===== src/core_defs.svh =====
// constants for the 8-bit instruction timing core
`ifndef CORE_DEFS_SVH
`define CORE_DEFS_SVH
`define PHASES 4
`define PH_OPND 2'h1
`define PH_SAMPLE 2'h2
`define PH_COMMIT 2'h3
`define PC_W 10
`define DA_W 7
`define IW 16
`define OP_HI 15
`define OP_LO 10
`define BIT_HI 9
`define BIT_LO 7
`define PG_HI 9
`define PG_LO 8
`define PCL_ADDR 7'h02
`define STACK_DEPTH 8
`define PC_RESET 10'h000
`define BYTE_MAX 9'h0FF
`endif


===== src/isa_pkg.sv =====
// types for the 8-bit instruction timing core
package isa_pkg;
    typedef enum logic [5:0] {
        op_nop, op_load_acc, op_store_acc, op_load_imm,
        op_add, op_add_to_mem, op_add_imm, op_add_carry,
        op_sub, op_sub_to_mem, op_sub_imm, op_sub_carry,
        op_and, op_and_to_mem, op_and_imm, op_or, op_or_imm, op_xor, op_xor_imm,
        op_complement, op_complement_acc, op_inc, op_inc_acc, op_sub_one, op_sub_one_acc,
        op_rot_right, op_rot_right_acc, op_rot_left, op_rot_left_acc,
        op_rot_right_carry, op_rot_left_carry, op_bit_set, op_bit_force_low,
        op_skip_zero, op_skip_zero_acc, op_skip_bit_low, op_skip_bit_high,
        op_skip_inc_zero, op_skip_dec_zero,
        op_branch, op_call, op_exit, op_int_exit, op_table_read, op_halt
    } op_t;
    typedef enum logic [3:0] {
        fn_pass_a, fn_pass_b, fn_add, fn_sub, fn_and, fn_or, fn_xor, fn_not,
        fn_inc, fn_minus1, fn_ror, fn_rol, fn_rorc, fn_rolc, fn_setb, fn_clrb
    } alu_fn_t;
    typedef enum logic [1:0] {cin_zero, cin_one, cin_carry} cin_sel_t;
    typedef struct packed {
        alu_fn_t fn;
        cin_sel_t cin;
        logic use_imm;
        logic wr_mem;
        logic wr_acc;
        logic set_c;
        logic set_z;
    } decode_t;
    typedef enum {st_run, st_halt} run_state_t;
endpackage : isa_pkg


===== src/alu_if.sv =====
// operand and result bundle between sequencer and alu
interface alu_if;
    isa_pkg::alu_fn_t fn;
    logic [7:0] a;
    logic [7:0] b;
    logic [2:0] bit_idx;
    logic cin;
    logic [7:0] y;
    logic cout;
    logic zero;
    modport user (output fn, a, b, bit_idx, cin, input y, cout, zero);
    modport alu (input fn, a, b, bit_idx, cin, output y, cout, zero);
endinterface : alu_if


===== src/core_alu.sv =====
// combinational 8-bit alu
module core_alu (
    // operands and result
    alu_if.alu bus
);
    logic [8:0] s;
    always_comb begin
        s = 9'h000;
        bus.y = 8'h00;
        bus.cout = bus.cin;
        case (bus.fn)
            isa_pkg::fn_pass_a: bus.y = bus.a;
            isa_pkg::fn_pass_b: bus.y = bus.b;
            isa_pkg::fn_add: begin
                s = {1'b0, bus.a} + {1'b0, bus.b} + {8'h00, bus.cin};
                bus.y = s[7:0];
                bus.cout = s[8];
            end
            // carry out high means no borrow
            isa_pkg::fn_sub: begin
                s = {1'b0, bus.a} + {1'b0, ~bus.b} + {8'h00, bus.cin};
                bus.y = s[7:0];
                bus.cout = s[8];
            end
            isa_pkg::fn_and: bus.y = bus.a & bus.b;
            isa_pkg::fn_or: bus.y = bus.a | bus.b;
            isa_pkg::fn_xor: bus.y = bus.a ^ bus.b;
            isa_pkg::fn_not: bus.y = ~bus.b;
            isa_pkg::fn_inc: bus.y = bus.b + 8'h01;
            isa_pkg::fn_minus1: bus.y = bus.b - 8'h01;
            isa_pkg::fn_ror: bus.y = {bus.b[0], bus.b[7:1]};
            isa_pkg::fn_rol: bus.y = {bus.b[6:0], bus.b[7]};
            isa_pkg::fn_rorc: begin
                bus.y = {bus.cin, bus.b[7:1]};
                bus.cout = bus.b[0];
            end
            isa_pkg::fn_rolc: begin
                bus.y = {bus.b[6:0], bus.cin};
                bus.cout = bus.b[7];
            end
            isa_pkg::fn_setb: bus.y = bus.b | (8'h01 << bus.bit_idx);
            isa_pkg::fn_clrb: bus.y = bus.b & ~(8'h01 << bus.bit_idx);
            default: bus.y = 8'h00;
        endcase
    end
    assign bus.zero = (bus.y == 8'h00);
endmodule : core_alu


===== src/core_stack.sv =====
// return address stack
`include "core_defs.svh"
module core_stack #(
    parameter int DEPTH = `STACK_DEPTH,
    parameter int W = `PC_W
) (
    // clock and reset
    input wire logic core_clk,
    input wire logic rstn,
    // push and pop
    input wire logic push,
    input wire logic pop,
    input wire logic [W-1:0] push_data,
    output logic [W-1:0] top
);
    localparam int PW = $clog2(DEPTH);
    logic [W-1:0] mem_q [DEPTH];
    logic [PW-1:0] sp_q;
    // overflow wraps silently, oldest entry is lost
    always_ff @(posedge core_clk or negedge rstn) begin
        if (!rstn) begin
            sp_q <= '0;
        end else if (push) begin
            sp_q <= sp_q + PW'(1);
        end else if (pop) begin
            sp_q <= sp_q - PW'(1);
        end
    end
    always_ff @(posedge core_clk) begin
        if (push) begin
            mem_q[sp_q] <= push_data;
        end
    end
    assign top = mem_q[sp_q - PW'(1)];
endmodule : core_stack


===== src/mcu_instruction_timing_core.sv =====
// instruction sequencer and datapath of the 8-bit core
////////////////////////////////////////////////////////////////////////////////
// Summary of operation
// - one instruction cycle is four clocks
// - ordinary instructions finish in one cycle
// - branch, call, returns, table read take two
// - writing program counter low byte jumps, costs one
// - taken skip costs one extra cycle
// - add carries above 255, subtract borrows below 0
// - increment and decrement change operand by one
// - logic results set zero flag when zero
// - rotates shift one bit, carry variants through carry
// - call saves next address, return resumes there
// - branch loads target, saves no return address
// - conditional tests skip or execute next instruction
// - bit set and clear touch one bit
// - program memory serves as a data table
// - three transfer forms through the accumulator
// - accumulator is one operand of manipulation
// - halt enters power-down
////////////////////////////////////////////////////////////////////////////////
`include "core_defs.svh"
module mcu_instruction_timing_core (
    // clock and reset
    input wire logic core_clk,
    input wire logic rstn,
    // program memory, one-cycle registered read
    output logic [`PC_W-1:0] pm_addr,
    input wire logic [`IW-1:0] pm_rdata,
    // data memory
    output logic [`DA_W-1:0] dm_addr,
    output logic dm_we,
    output logic [7:0] dm_wdata,
    input wire logic [7:0] dm_rdata,
    // power-down
    input wire logic wake_pin,
    output logic halted,
    // status
    output logic [7:0] acc,
    output logic carry_flag,
    output logic zero_flag,
    output logic retire
);
    ////////////////////////////////////////////////////////////////////////////
    logic [1:0] ph_q;
    logic [`IW-1:0] ir_q;
    logic [`IW-1:0] fetch_q;
    logic ir_valid_q;
    logic [`PC_W-1:0] pc_q;
    logic [`PC_W-1:0] next_pc;
    logic [7:0] opnd_q;
    logic wake_s1_q;
    logic wake_s2_q;
    isa_pkg::run_state_t state_q;
    isa_pkg::op_t op;
    isa_pkg::decode_t d;
    logic live;
    logic commit;
    logic skip_now;
    logic pcl_write;
    logic flush;
    logic [`PC_W-1:0] stack_top;

    function automatic isa_pkg::decode_t decode(isa_pkg::op_t o);
        isa_pkg::decode_t r;
        r = '{fn: isa_pkg::fn_pass_b, cin: isa_pkg::cin_zero, default: 1'b0};
        case (o)
            isa_pkg::op_store_acc: r.fn = isa_pkg::fn_pass_a;
            isa_pkg::op_add, isa_pkg::op_add_to_mem, isa_pkg::op_add_imm: begin
                r.fn = isa_pkg::fn_add;
            end
            isa_pkg::op_add_carry: begin
                r.fn = isa_pkg::fn_add;
                r.cin = isa_pkg::cin_carry;
            end
            isa_pkg::op_sub, isa_pkg::op_sub_to_mem, isa_pkg::op_sub_imm: begin
                r.fn = isa_pkg::fn_sub;
                r.cin = isa_pkg::cin_one;
            end
            isa_pkg::op_sub_carry: begin
                r.fn = isa_pkg::fn_sub;
                r.cin = isa_pkg::cin_carry;
            end
            isa_pkg::op_and, isa_pkg::op_and_to_mem, isa_pkg::op_and_imm: begin
                r.fn = isa_pkg::fn_and;
            end
            isa_pkg::op_or, isa_pkg::op_or_imm: r.fn = isa_pkg::fn_or;
            isa_pkg::op_xor, isa_pkg::op_xor_imm: r.fn = isa_pkg::fn_xor;
            isa_pkg::op_complement, isa_pkg::op_complement_acc: r.fn = isa_pkg::fn_not;
            isa_pkg::op_inc, isa_pkg::op_inc_acc, isa_pkg::op_skip_inc_zero: begin
                r.fn = isa_pkg::fn_inc;
            end
            isa_pkg::op_sub_one, isa_pkg::op_sub_one_acc, isa_pkg::op_skip_dec_zero: begin
                r.fn = isa_pkg::fn_minus1;
            end
            isa_pkg::op_rot_right, isa_pkg::op_rot_right_acc: r.fn = isa_pkg::fn_ror;
            isa_pkg::op_rot_left, isa_pkg::op_rot_left_acc: r.fn = isa_pkg::fn_rol;
            isa_pkg::op_rot_right_carry: begin
                r.fn = isa_pkg::fn_rorc;
                r.cin = isa_pkg::cin_carry;
            end
            isa_pkg::op_rot_left_carry: begin
                r.fn = isa_pkg::fn_rolc;
                r.cin = isa_pkg::cin_carry;
            end
            isa_pkg::op_bit_set: r.fn = isa_pkg::fn_setb;
            isa_pkg::op_bit_force_low: r.fn = isa_pkg::fn_clrb;
            default: r.fn = isa_pkg::fn_pass_b;
        endcase
        r.use_imm = o inside {isa_pkg::op_load_imm, isa_pkg::op_add_imm,
            isa_pkg::op_sub_imm, isa_pkg::op_and_imm, isa_pkg::op_or_imm,
            isa_pkg::op_xor_imm};
        r.wr_mem = o inside {isa_pkg::op_store_acc, isa_pkg::op_add_to_mem,
            isa_pkg::op_sub_to_mem, isa_pkg::op_and_to_mem, isa_pkg::op_complement,
            isa_pkg::op_inc, isa_pkg::op_sub_one, isa_pkg::op_rot_right,
            isa_pkg::op_rot_left, isa_pkg::op_rot_right_carry,
            isa_pkg::op_rot_left_carry, isa_pkg::op_bit_set,
            isa_pkg::op_bit_force_low, isa_pkg::op_skip_inc_zero,
            isa_pkg::op_skip_dec_zero};
        r.wr_acc = o inside {isa_pkg::op_load_acc, isa_pkg::op_load_imm,
            isa_pkg::op_add, isa_pkg::op_add_imm, isa_pkg::op_add_carry,
            isa_pkg::op_sub, isa_pkg::op_sub_imm, isa_pkg::op_sub_carry,
            isa_pkg::op_and, isa_pkg::op_and_imm, isa_pkg::op_or,
            isa_pkg::op_or_imm, isa_pkg::op_xor, isa_pkg::op_xor_imm,
            isa_pkg::op_complement_acc, isa_pkg::op_inc_acc,
            isa_pkg::op_sub_one_acc, isa_pkg::op_rot_right_acc,
            isa_pkg::op_rot_left_acc, isa_pkg::op_skip_zero_acc};
        r.set_c = r.fn inside {isa_pkg::fn_add, isa_pkg::fn_sub,
            isa_pkg::fn_rorc, isa_pkg::fn_rolc};
        r.set_z = r.fn inside {isa_pkg::fn_add, isa_pkg::fn_sub, isa_pkg::fn_and,
            isa_pkg::fn_or, isa_pkg::fn_xor, isa_pkg::fn_not} ||
            o inside {isa_pkg::op_inc, isa_pkg::op_inc_acc,
            isa_pkg::op_sub_one, isa_pkg::op_sub_one_acc};
        return r;
    endfunction : decode

    ////////////////////////////////////////////////////////////////////////////
    assign op = isa_pkg::op_t'(ir_q[`OP_HI:`OP_LO]);
    assign d = decode(op);
    assign live = ir_valid_q && (state_q == isa_pkg::st_run);
    assign commit = (ph_q == `PH_COMMIT);

    alu_if au();
    core_alu u_alu (
        .bus(au)
    );

    assign au.fn = d.fn;
    assign au.a = acc;
    assign au.b = d.use_imm ? ir_q[7:0] : opnd_q;
    assign au.bit_idx = ir_q[`BIT_HI:`BIT_LO];

    always_comb begin
        case (d.cin)
            isa_pkg::cin_one: au.cin = 1'b1;
            isa_pkg::cin_carry: au.cin = carry_flag;
            default: au.cin = 1'b0;
        endcase
    end

    core_stack u_stack (
        .core_clk(core_clk),
        .rstn(rstn),
        .push(commit && live && (op == isa_pkg::op_call)),
        .pop(commit && live && op inside {isa_pkg::op_exit, isa_pkg::op_int_exit}),
        .push_data(pc_q),
        .top(stack_top)
    );

    ////////////////////////////////////////////////////////////////////////////
    always_comb begin
        case (op)
            isa_pkg::op_skip_zero: skip_now = (opnd_q == 8'h00);
            isa_pkg::op_skip_zero_acc: skip_now = (opnd_q == 8'h00);
            isa_pkg::op_skip_bit_low: skip_now = !opnd_q[au.bit_idx];
            isa_pkg::op_skip_bit_high: skip_now = opnd_q[au.bit_idx];
            isa_pkg::op_skip_inc_zero: skip_now = au.zero;
            isa_pkg::op_skip_dec_zero: skip_now = au.zero;
            default: skip_now = 1'b0;
        endcase
    end

    assign pcl_write = d.wr_mem && (ir_q[`DA_W-1:0] == `PCL_ADDR);
    // the word fetched alongside a redirecting instruction is thrown away
    assign flush = live && (skip_now || pcl_write || op inside {isa_pkg::op_branch,
        isa_pkg::op_call, isa_pkg::op_exit, isa_pkg::op_int_exit,
        isa_pkg::op_table_read, isa_pkg::op_halt});

    always_comb begin
        next_pc = pc_q + `PC_W'(1);
        if (state_q == isa_pkg::st_halt) begin
            next_pc = pc_q;
        end else if (ir_valid_q) begin
            case (op)
                isa_pkg::op_branch: next_pc = ir_q[`PC_W-1:0];
                isa_pkg::op_call: next_pc = ir_q[`PC_W-1:0];
                isa_pkg::op_exit: next_pc = stack_top;
                isa_pkg::op_int_exit: next_pc = stack_top;
                isa_pkg::op_table_read: next_pc = pc_q;
                isa_pkg::op_halt: next_pc = pc_q;
                default: begin
                    if (pcl_write) begin
                        next_pc = {pc_q[`PC_W-1:8], au.y};
                    end
                end
            endcase
        end
    end

    ////////////////////////////////////////////////////////////////////////////
    always_ff @(posedge core_clk or negedge rstn) begin
        if (!rstn) begin
            ph_q <= 2'h0;
        end else begin
            ph_q <= ph_q + 2'h1;
        end
    end

    // fetch and program counter; a flushed cycle runs as a bubble
    always_ff @(posedge core_clk or negedge rstn) begin
        if (!rstn) begin
            pc_q <= `PC_RESET;
            pm_addr <= `PC_RESET;
            ir_q <= 16'h0000;
            ir_valid_q <= 1'b0;
            dm_addr <= 7'h00;
        end else if (commit) begin
            pc_q <= next_pc;
            pm_addr <= next_pc;
            ir_q <= fetch_q;
            ir_valid_q <= live ? !flush : (state_q == isa_pkg::st_run);
            dm_addr <= fetch_q[`DA_W-1:0];
        end else if (ph_q == 2'h0 && live && op == isa_pkg::op_table_read) begin
            pm_addr <= {ir_q[`PG_HI:`PG_LO], acc};
        end
    end

    always_ff @(posedge core_clk or negedge rstn) begin
        if (!rstn) begin
            fetch_q <= 16'h0000;
        end else if (ph_q == `PH_SAMPLE) begin
            fetch_q <= pm_rdata;
        end
    end

    always_ff @(posedge core_clk or negedge rstn) begin
        if (!rstn) begin
            opnd_q <= 8'h00;
        end else if (ph_q == `PH_OPND) begin
            opnd_q <= dm_rdata;
        end
    end

    // write-back is internal read-modify-write of the whole byte
    always_ff @(posedge core_clk or negedge rstn) begin
        if (!rstn) begin
            dm_we <= 1'b0;
            dm_wdata <= 8'h00;
        end else if (ph_q == `PH_SAMPLE) begin
            dm_we <= live && d.wr_mem;
            dm_wdata <= au.y;
        end else begin
            dm_we <= 1'b0;
        end
    end

    always_ff @(posedge core_clk or negedge rstn) begin
        if (!rstn) begin
            acc <= 8'h00;
            carry_flag <= 1'b0;
            zero_flag <= 1'b0;
        end else if (commit && live) begin
            if (op == isa_pkg::op_table_read) begin
                acc <= fetch_q[7:0];
            end else if (d.wr_acc) begin
                acc <= au.y;
            end
            if (d.set_c) begin
                carry_flag <= au.cout;
            end
            if (d.set_z) begin
                zero_flag <= au.zero;
            end
        end
    end

    ////////////////////////////////////////////////////////////////////////////
    // wake is a pin, so it is synchronised before use
    always_ff @(posedge core_clk or negedge rstn) begin
        if (!rstn) begin
            wake_s1_q <= 1'b0;
            wake_s2_q <= 1'b0;
        end else begin
            wake_s1_q <= wake_pin;
            wake_s2_q <= wake_s1_q;
        end
    end

    always_ff @(posedge core_clk or negedge rstn) begin
        if (!rstn) begin
            state_q <= isa_pkg::st_run;
        end else if (commit) begin
            case (state_q)
                isa_pkg::st_run: begin
                    if (live && op == isa_pkg::op_halt) begin
                        state_q <= isa_pkg::st_halt;
                    end
                end
                isa_pkg::st_halt: begin
                    if (wake_s2_q) begin
                        state_q <= isa_pkg::st_run;
                    end
                end
                default: state_q <= isa_pkg::st_run;
            endcase
        end
    end

    always_ff @(posedge core_clk or negedge rstn) begin
        if (!rstn) begin
            halted <= 1'b0;
            retire <= 1'b0;
        end else begin
            halted <= (state_q == isa_pkg::st_halt);
            retire <= commit && live;
        end
    end
endmodule : mcu_instruction_timing_core


===== config.mk =====
export PLATFORM = sky130hd
export DESIGN_NAME = mcu_instruction_timing_core
export DESIGN_NICKNAME = d
export VERILOG_FILES = /design/src/isa_pkg.sv /design/src/alu_if.sv /design/src/core_alu.sv /design/src/core_stack.sv /design/src/mcu_instruction_timing_core.sv
export VERILOG_INCLUDE_DIRS = /design/src
export SDC_FILE = /design/constraint.sdc
export NUM_CORES = 1
export LEC_CHECK = 0
export BUFFER_PORTS_ARGS = -buffer_cell sky130_fd_sc_hd__buf_4
export CAP_MARGIN = 5
export CORE_ASPECT_RATIO = 1.5
export CORE_UTILIZATION = 56
export DETAILED_ROUTE_END_ITERATION = 8
export PLACE_DENSITY = 0.83
export RECOVER_POWER = 50
export SETUP_SLACK_MARGIN = 0.15
export SYNTH_ARGS = -nofsm -noshare
export SYNTH_HDL_FRONTEND = slang
export SYNTH_SLANG_ARGS = --single-unit

===== constraint.sdc =====
create_clock -name core_clk -period 5.45 [get_ports core_clk]
set_clock_uncertainty 0.1 [all_clocks]
set_input_delay 0.2725 -clock core_clk [delete_from_list [all_inputs] [get_ports core_clk]]
set_output_delay 0.2725 -clock core_clk [all_outputs]
set_load 0.05 [all_outputs]

**Word level (Yosys, flattened, before mapping)**

Memories as Yosys holds them, arrays and structs flattened.
Index checks and enable logic that the tools add are counted.

- Register bits after elaboration: 128
- Bits in writable memories: 80
- Input port bits: 27
- Output and inout bits: 38
- Logic and storage cells: 187
- Memories: 1

Memory list:

| memory | depth | bits a word | rd ports | clocked after memory_dff | write ports | RTL line | source |
|---|---|---|---|---|---|---|---|
| u_stack.mem_q | 8 | 10 | 1 | 0 | 1 | core_stack.sv:17 | `logic [W-1:0] mem_q [DEPTH];` |

- Add/subtract/negate cells: 10
- Order comparisons: 1
- Equal/unequal tests: 69
- Shift operators: 1
- Multiplexer cells: 26
- Bitwise logic cells: 7
- Reduce and logical (&&, ||, !) cells: 53

Operator list:

| operator | count |
|---|---|
| $pmux W8 S16 | 1 |
| $eq A6 B5 Y1 const B | 16 |
| $eq A6 B6 Y1 const B | 13 |
| $logic_not A32 Y1 | 2 |
| $mux W32 | 2 |
| $pmux W32 S2 | 1 |
| $pmux W4 S15 | 1 |
| $mux W10 | 5 |
| $eq A6 B4 Y1 const B | 8 |
| $eq A32 B1 Y1 const B | 1 |
| $eq A32 B2 Y1 const B | 1 |
| $eq A4 B4 Y1 const B | 8 |
| $pmux W10 S3 | 1 |
| $eq A6 B3 Y1 const B | 4 |
| $mux W8 | 3 |
| $reduce_bool A20 Y1 | 1 |
| $reduce_or A2 Y1 | 10 |
| $add A8 B8 Y9 | 2 |
| $add A9 B1 Y9 | 2 |
| $reduce_bool A6 Y1 | 3 |
| $and A8 B8 Y8 | 2 |
| $eq A4 B3 Y1 const B | 4 |
| $logic_not A8 Y1 | 2 |
| $not A8 Y8 | 2 |
| other kinds (36) | 72 |

**Logic depth before layout (Yosys ltp)**

Gate-level depths: netlist of the first run.

- Depth after elaboration: 14
- Gate-level depth with buffers: 22
- Gate-level depth less buffers: 20

**Cells and area by module**

Synthesis of the first run repeated with hierarchy kept, for this count alone.

- Cell total of the unflattened synthesis: 1042
- Area, all modules: 10639.0 sq um

Modules (own cells, without submodules):

| module | instances | cells an instance | area each (sq um) | sequential area each (sq um) |
|---|---|---|---|---|
| mcu_instruction_timing_core | 1 | 494 | 4986.0 | 2177.1 |
| core_stack | 1 | 216 | 3428.3 | 2477.4 |
| core_alu | 1 | 332 | 2224.6 | 0.0 |

**Worst setup path before layout of the first run**

Ideal clock, no wire load.

- Kind: reg2reg
- Start: register ir_q[14]
- End: register ir_valid_q
- Setup time: 0.142 ns
- Data arrival time: 5.115 ns
- Data required time: 5.208 ns
- Path slack: 0.093 ns
- Stages on the path, launching flop included: 20
- Buffers on the path: 3
- Period minus slack after synthesis: 5.357 ns
- Path through: dfrtp_1 > buf_2 > buf_1 > buf_1 > and3_1 > o21ai_0 > a21oi_1 > ha_1 > or2_2 > fa_1 > fa_1 > or3_1 > and3_1 > a22o_1 > o31ai_1 > o21ai_0 > o32a_1 > or4_1 > nor4_2 > o221ai_1

- Longest elaborated chain between the ends: 14
- Elaborated cells on any way between the ends: 103
- Those cells by class: 6 x add/sub; 60 x eq/ne; 7 x mux; 6 x bitwise; 24 x reduce/logical

Ends and longest elaborated chain:

| item | RTL line | source |
|---|---|---|
| start: declaration | mcu_instruction_timing_core.sv:46 | `` logic [`IW-1:0] ir_q; `` |
| start signal: assignment | mcu_instruction_timing_core.sv:230 | `ir_q <= fetch_q;` |
| $eq A6 B2 Y1 (tied with other cells) | mcu_instruction_timing_core.sv:110 | `r.use_imm = o inside {isa_pkg::op_load_imm, isa_pkg::op_add_imm,` |
| $reduce_bool A6 Y1 (tied with other cells) | mcu_instruction_timing_core.sv:110 |  |
| $mux W8 or $pmux W2 S2 (tied branches) | mcu_instruction_timing_core.sv:150, mcu_instruction_timing_core.sv:67 |  |
| $not A8 Y8 (tied with other cells) | core_alu.sv:21, core_alu.sv:28 |  |
| $add A8 B8 Y9 or $pmux W1 S2 (tied branches) | core_alu.sv:21, mcu_instruction_timing_core.sv:154 |  |
| $add A9 B1 Y9, on equally long branches | core_alu.sv:21, core_alu.sv:15 |  |
| $pmux W8 S16 | core_alu.sv:11 | `case (bus.fn)` |
| $logic_not A8 Y1 | core_alu.sv:46 | `assign bus.zero = (bus.y == 8'h00);` |
| $pmux W1 S4 | mcu_instruction_timing_core.sv:172 | `case (op)` |
| $logic_or A1 B1 Y1 | mcu_instruction_timing_core.sv:185 | `assign flush = live && (skip_now \|\| pcl_write \|\| op inside {isa_pkg::op_branch,` |
| $logic_or A1 B1 Y1 * | mcu_instruction_timing_core.sv:185 |  |
| $logic_and A1 B1 Y1 * | mcu_instruction_timing_core.sv:185 |  |
| $logic_not A1 Y1 * | mcu_instruction_timing_core.sv:231 | `ir_valid_q <= live ? !flush : (state_q == isa_pkg::st_run);` |
| $mux W1 * | mcu_instruction_timing_core.sv:231 |  |
| end signal: assignment | mcu_instruction_timing_core.sv:231 |  |
| end: declaration | mcu_instruction_timing_core.sv:48 | `logic ir_valid_q;` |

Every way passes the cells marked *; elsewhere a longest branch is shown, timed or not.
A chain may end at the register's enable or synchronous reset.

**Final worst setup path of the first run**

- Start: register ir_q[11]
- End: register ir_valid_q

Same word-level chain as after synthesis.

==> impl_results.md, run 1 <==
- Status: finished, violations left
- Failing checks: DRC, capacitance limit, slew limit
- Final net count: 1083
- Later-pin clock latency in the skew report: 0.45 ns
- I/O pins: 65
- Core Area: 17500 sq um
- VDD IR-drop max: 269 uV
- Remaining DRCs: 4
- Share of cells above drive strength 1: 20.7%
- Largest net degree at the start of global routing: 62
- Number of cell rows: 59
- CP startpoint kind: register
- Remaining global-route overflow: 0
- Clock Path Buffers: 2
- Area leader, netlist: edfxtp_1
- Synth top area cells: edfxtp_1 (24%), dfrtp_1 (22%), mux2_2 (5.7%)
- EDFF count, synth: 80
- Hold Path Class: register to register
- Initial Utilization: 57.7%
- Cell count after synthesis: 921
- Detail Route Antenna Nets: 0
- Yosys reg bits: 170
- Number of global-route vias before repair: 8591
- Cells after DPL: 1186
- Synthesized area per cell: 11.0 sq um
- Top FF cell, synth: dfrtp_1
- Pre-Repair DR Iteration Count: 9
- Crit Path Category: register to register
- Maxcap violations: 3
- Port bufs: 64
- Largest family of logic cells by synthesized area: compound AO/OA/AOI/OAI gates
- Commonest cells in the netlist: dfrtp_1 (90), edfxtp_1 (80), nand2_1 (76)
- Fmax achieved: 193 MHz
- Most frequent cell after synthesis: dfrtp_1
- Seq/Total Area, Yosys: 46.1%
- Adder-Cell Fraction of Synth Area: 4.71%
- Synth Area in Compound Gates: 16.8%
- WP data arrival: 5.33 ns
- Fin crit share: 94.8%
- Library cells used by synthesis: 85
- Design area: 11700 sq um
- Placed cell area: 10900 sq um
- Least-Margin Pin Slew: 1.57 ns
- GRT Overall Usage: 36.4%
- Final Hold Viols: 0
- XOR/XNOR share of the synthesized area: 1.39%
- Worst hold margin: 0.251 ns
- Normalized max-slew margin: -4.58%
- Root Driver: clkbuf_16
- RSZ-0062 raised after global routing: no
- Syn_nets: 983
- Die X: 112 um
- Setup crit end kind: register
- Placer Congestion: 1.01
- Final setup violation count: 0
- CP Max Fanout: 5
- CTS tree: done
- Starting DRT DRC Count: 883
- Final Util: 67.1%
- Clock-pin slew on the worst setup and hold paths: 0.08 ns
- Mux cell area share after synthesis: 13.9%
- CTS Buf Count: 17
- Antenna diodes: 0
- Die Y: 166 um
- Post-Synth Simple-Gate Area: 13.1%
- Static Leak: 4.64 nW
- Final max-slew violation count: 120
- CP Data Required Time: 5.61 ns
- First-pass GRT wire length: 50200 um
- FFs w/ async S/R, synth: 52.9%
- Final Non-Filler Cells: 1247
- Cell Area, Synth: 10100 sq um
- Initial antenna violation count: 1
- Synth top area share: 23.8%
- H-tree levels: 4
- DR WL/cell: 26.1 um
- DIE AREA: 18600 sq um
- PD cells: 375 nW/um^2
- Tmin final: 5.17 ns
- Synth warnings: 0
- Vias: 8398
- Post-DP HPWL: 23400 um
- Layout area overhead: 16.4%
- Vias per inst: 6.73
- Setup tns final: 0 ns
- CTS sink cnt: 170
- Wirelength, routed: 32600 um
## registers in the layout, indices dropped and copies added (netlist names), 2 cells and up
signal,count
u_stack.mem_q,80
fetch_q,16
ir_q,10
pc_q,10
pm_addr,10
acc,8
dm_wdata,8
opnd_q,8
dm_addr,6
u_stack.sp_q,3
ph_q,2
## worst paths after layout
kind | startpoint | slack, ns | end | cells past startpoint
worst max-delay path | ir_q[11]$_DFFE_PN0P_ | 0.28 | ir_valid_q$_DFFE_PN0P_ | 17
worst min-delay path | wake_s1_q$_DFF_PN0_ | 0.25 | wake_s2_q$_DFF_PN0_ | 0
worst max register to register | ir_q[11]$_DFFE_PN0P_ | 0.28 | ir_valid_q$_DFFE_PN0P_ | 17
worst min register to register | wake_s1_q$_DFF_PN0_ | 0.25 | wake_s2_q$_DFF_PN0_ | 0
max in group asynchronous | rstn | 2.33 | dm_wdata[3]$_DFFE_PN0P_ | 3
min in group asynchronous | rstn | 0.65 | fetch_q[12]$_DFFE_PN0P_ | 2
## final cells by class
type	count	area (sq um)
clock buffers	17	425
clock inverters	15	209
fillers	1347	5750
inverters	30	113
multi-input cells	661	5080
flip-flops and latches	170	4660
well taps	213	267
repair buffers	141	986
## metrics by stage
stage               power (mW)  setup slack (ns)
floorplan                 2.64             0.161
global placement          3.10             0.277
detailed placement        3.12            0.0977
CTS                       4.41             0.202
global route              4.56            0.0425
finish                    4.40             0.281
## kinds of logic after synthesis
kind of cell / count (synthesis)
and+or+nand+nor: 261
AOI/OAI and AO/OA: 243
xor gates and xnor gates: 16
buffers and inverters: 90
DFF: 170
muxes: 106
adders and majority gates: 35
## cell usage in the layout (no fill, tap or decap), types with 6 or more instances in the layout
master	n
dfrtp_1	88
edfxtp_1	80
buf_4	77
nand2_1	76
nor2_1	56
o21ai_0	54
mux2_2	51
a21oi_1	44
clkbuf_1	36
mux2i_1	32
inv_1	30
ha_1	30
dlygate4sd3_1	26
mux4_2	22
a221oi_1	22
nand3_1	20
nor3_1	17
nand2b_1	17
clkbuf_16	17
a31oi_1	12
and3_1	11
nor4_1	9
xnor2_1	9
a21o_1	9
o22ai_1	9
nor2b_1	8
and2_1	8
or3_1	8
o211ai_1	8
xor2_1	7
a221o_1	6
o221ai_1	6
a211oi_1	6
clkinv_8	6
## power breakdown
group	internal, mW	total (mW)	switching [mW]
sequential	1.52	1.78	0.251
combinational	0.509	1.34	0.832
clock	0.639	1.28	0.646
total	2.67	4.40	1.73
## what timing repair did
action,4_1_cts,5_1_grt
hold buffers,26,0
setup buffers,0,3
gates resized for setup,2,11
pin swaps,1,4
endpoints found under the hold margin,54,0
setup endpoints to repair,2,5
## worst max-delay path: stages (launching register included)
cell      delay, ns
dfrtp_2        0.45
xor2_1         0.22
and3_1         0.22
o21ai_0        0.09
a21oi_1        0.21
ha_1           0.26
or2_4          0.29
fa_2           0.37
fa_2           0.38
or3_1          0.34
and3_1         0.21
a22o_1         0.21
o31ai_2        0.20
o21ai_0        0.13
o32a_1         0.36
or4_4          0.57
nor4_4         0.24
o221ai_1       0.13
## routing by layer
layer	wire [um]	share of wire, %	GRT usage (%)
met4	2520	7.7	27.7
met3	1880	5.8	5.66
met5	17	0.052	0
met1	11500	35	40.5
met2	16600	51	62.4
(Power assumes the default switching activity.)
==> run 2: changes to the inputs <==
GPL_TIMING_DRIVEN = 0   (was default)
PLACE_DENSITY = 0.77   (was 0.83)
==> run 2 against run 1 <==
Sequential share of layout area down 1.5 points. Routed wire length up 2.8%. Die area unchanged. Hold slack better by 0.0062 ns. Largest cell class unchanged. The run still ends with DRC, capacitance limit, slew limit left.
==> impl_results.md, run 2 (same netlist as run 1, synthesis figures left out) <==
- Reg2Reg Setup Slack: 0.17 ns (was 0.28 ns)
- Detail Route Antenna Nets: 0 (unchanged)
- Hold Path Class: register to register (unchanged)
- WP data arrival: 5.47 ns (was 5.33 ns)
- Root Driver: clkbuf_16 (unchanged)
- Failing checks: DRC, capacitance limit, slew limit (unchanged)
- Largest net degree at the start of global routing: 91 (was 62)
- Biggest registers after layout: u_stack.mem_q: 80 flops, fetch_q: 16 flops (unchanged)
- Die Y: 166 um (unchanged)
- R2r startpoint: ir_q[10]$_DFFE_PN0P_ (was ir_q[11]$_DFFE_PN0P_)
- Cell family with most CP delay: simple AND/OR/NAND/NOR gates (unchanged)
- RR Endpoint: ir_valid_q$_DFFE_PN0P_ (unchanged)
- Remaining global-route overflow: 0 (unchanged)
- Clock Path Buffers: 2 (unchanged)
- DR WL/cell: 26.0 um (was 26.1 um)
- Antenna diodes: 0 (unchanged)
- Die X: 112 um (unchanged)
- Initial antenna violation count: 0 (was 1)
- Slowest CP cell: or4_4 (unchanged)
- Design Power: 4.44 mW (was 4.40 mW)
- GRT Overall Usage: 37.2% (was 36.4%)
- Placed cell area: 10900 sq um (about the same)
- Most frequent cells in the layout: dfrtp_1 (90), edfxtp_1 (80), nand2_1 (75) (was dfrtp_1 (88), edfxtp_1 (80), buf_4 (77))
- Final net count: 1124 (was 1083)
- Vias per inst: 6.82 (was 6.73)
- Critical path's largest stage delay: 0.52 ns (was 0.57 ns)
- Core Area: 17500 sq um (unchanged)
- Least-Margin Pin Slew: 2.29 ns (was 1.57 ns)
- PD cells: 365 nW/um^2 (was 375 nW/um^2)
- Register Area: 4650 sq um (was 4660 sq um)
- CP Max Fanout: 7 (was 5)
- Normalized max-slew margin: -52.5% (was -4.58%)
- RSZ-0062 raised after global routing: yes (was no)
- Setup tns final: 0 ns (unchanged)
- Commonest non-fill, non-tap cell in the layout: dfrtp_1 (unchanged)
- CTS sink cnt: 170 (unchanged)
- CTS tree: done (unchanged)
- Cells after DPL: 1200 (was 1186)
- CP startpoint kind: register (unchanged)
- Max FFs per register: 80 (unchanged)
- Final setup violation count: 0 (unchanged)
- Design area: 12200 sq um (was 11700 sq um)
- CTS Buf Count: 17 (unchanged)
- Port bufs: 64 (unchanged)
- Static Leak: 4.78 nW (was 4.64 nW)
- Fin crit share: 96.8% (was 94.8%)
- Vias: 8788 (was 8398)
- Final max-slew violation count: 91 (was 120)
- Starting DRT DRC Count: 939 (was 883)
- Number of global-route vias before repair: 8775 (was 8591)
- WHS Path Cells: 0 (unchanged)
- WHS Endpoint: wake_s2_q$_DFF_PN0_ (unchanged)
- Later-pin clock latency in the skew report: 0.45 ns (about the same)
- Fill cells: 1357 (was 1347)
- Share of cells above drive strength 1: 23.4% (was 20.7%)
- Worst hold margin: 0.257 ns (was 0.251 ns)
- DIE AREA: 18600 sq um (unchanged)
- Maxcap violations: 1 (was 3)
- Post-DP HPWL: 24000 um (was 23400 um)
- Multi-input gate area: 5310 sq um (was 5080 sq um)
- Placer Congestion: 0.986 (was 1.01)
- CP Buf/Inv Count: 3 (was 0)
- Final Hold Viols: 0 (unchanged)
- Min-Delay Startpoint: wake_s1_q$_DFF_PN0_ (unchanged)
- Fmax achieved: 189 MHz (was 193 MHz)
- VDD IR-drop max: 273 uV (was 269 uV)
- Wirelength, routed: 33500 um (was 32600 um)
- Final Non-Filler Cells: 1288 (was 1247)
- Setup crit end kind: register (unchanged)
- Remaining DRCs: 5 (was 4)
- Number of cell rows: 59 (unchanged)
- Status: finished, violations left (unchanged)
- Crit Path Category: register to register (unchanged)
- R2R depth: 20 (was 17)
- Initial Utilization: 57.7% (unchanged)
- I/O pins: 65 (unchanged)
- Biggest register: u_stack.mem_q (unchanged)
- Pre-Repair DR Iteration Count: 8 (was 9)
- Clock-pin slew on the worst setup and hold paths: 0.07 ns (was 0.08 ns)
- Tmin final: 5.28 ns (was 5.17 ns)
- Layout area overhead: 20.8% (was 16.4%)
- CP Cell Sequence: buf_6, buf_8, xor2_4, and3_4, o21ai_1, a21oi_2, ha_4, or2_4, fa_2, fa_2, or3_4, and3_4, a22o_1, o31ai_4, o21ai_1, o32a_2, or4_4, nor4_4, buf_4, o221ai_1 (was xor2_1, and3_1, o21ai_0, a21oi_1, ha_1, or2_4, fa_2, fa_2, or3_1, and3_1, a22o_1, o31ai_2, o21ai_0, o32a_1, or4_4, nor4_4, o221ai_1)
- CP Data Required Time: 5.64 ns (was 5.61 ns)
- H-tree levels: 4 (unchanged)
- First-pass GRT wire length: 51100 um (was 50200 um)
-- run 2: worst reg2reg max path, cell delays in order (launching register included) --
cell and delay, ns:
dfrtp_1 0.41, buf_6 0.14, buf_8 0.13, xor2_4 0.15, and3_4 0.19, o21ai_1 0.07, a21oi_2 0.22, ha_4 0.23
or2_4 0.28, fa_2 0.37, fa_2 0.36, or3_4 0.34, and3_4 0.19, a22o_1 0.22, o31ai_4 0.23, o21ai_1 0.12
o32a_2 0.42, or4_4 0.52, nor4_4 0.14, buf_4 0.19, o221ai_1 0.11
-- run 2: area by class of cell --
class	count	share of cell area [%]
Multi-Input combinational cell	661	43.6
Clock buffer	17	3.49
Sequential cell	170	38.2
Tap cell	213	2.19
Timing Repair Buffer	122	7.17
Buffer	60	2.90
Clock inverter	15	1.57
Inverter	30	0.924
-- run 2: worst max path at each step --
stage / from / to / slack (ns) / cells past startpoint
after floorplan: ir_q[10]$_DFFE_PN0P_ / ir_valid_q$_DFFE_PN0P_ / 0.16 / 19
after detailed placement: ir_q[13]$_DFFE_PN0P_ / ir_valid_q$_DFFE_PN0P_ / -1.58 / 16
after global routing: ir_q[11]$_DFFE_PN0P_ / ir_valid_q$_DFFE_PN0P_ / 0.02 / 19
after CTS: ir_q[12]$_DFFE_PN0P_ / ir_valid_q$_DFFE_PN0P_ / 0.15 / 20
final: ir_q[10]$_DFFE_PN0P_ / ir_valid_q$_DFFE_PN0P_ / 0.17 / 20
after global placement: ir_q[13]$_DFFE_PN0P_ / ir_valid_q$_DFFE_PN0P_ / -1.62 / 16
-- run 2: report_power, final --
group | leakage [nW] | internal [mW] | switching (mW)
sequential | 1.81 | 1.52 | 0.261
combinational | 2.67 | 0.536 | 0.873
clock | 0.299 | 0.630 | 0.617
-- run 2: routing by layer --
| layer | wire length, um | global-route usage [%] | up-vias |
|---|---|---|---|
| met1 | 11400 | 40.4 | 4295 |
| met5 | 0 | 0 | - |
| li1 | - | - | 3791 |
| met2 | 16800 | 63.3 | 495 |
| met3 | 2330 | 7.55 | 207 |
| met4 | 2910 | 28.7 | 0 |
-- run 2: timing repair --
| action | CTS | global route |
|---|---|---|
| setup endpoints to repair | 32 | 14 |
| buffers inserted | 17 | 12 |
| pin swaps | 14 | 18 |
| hold buffers | 26 | 0 |
| gates resized for setup | 55 | 29 |
| hold endpoints to repair | 40 | 0 |
-- run 2: metrics by stage --
| step | utilization, % | worst slack, ns |
|---|---|---|
| finish | 69.6 | 0.172 |
| CTS | 69.1 | 0.153 |
| detailed placement | 62.1 | -1.58 |
| global route | 69.6 | 0.0151 |
| global placement | 61.9 | -1.62 |
| floorplan | - | 0.161 |
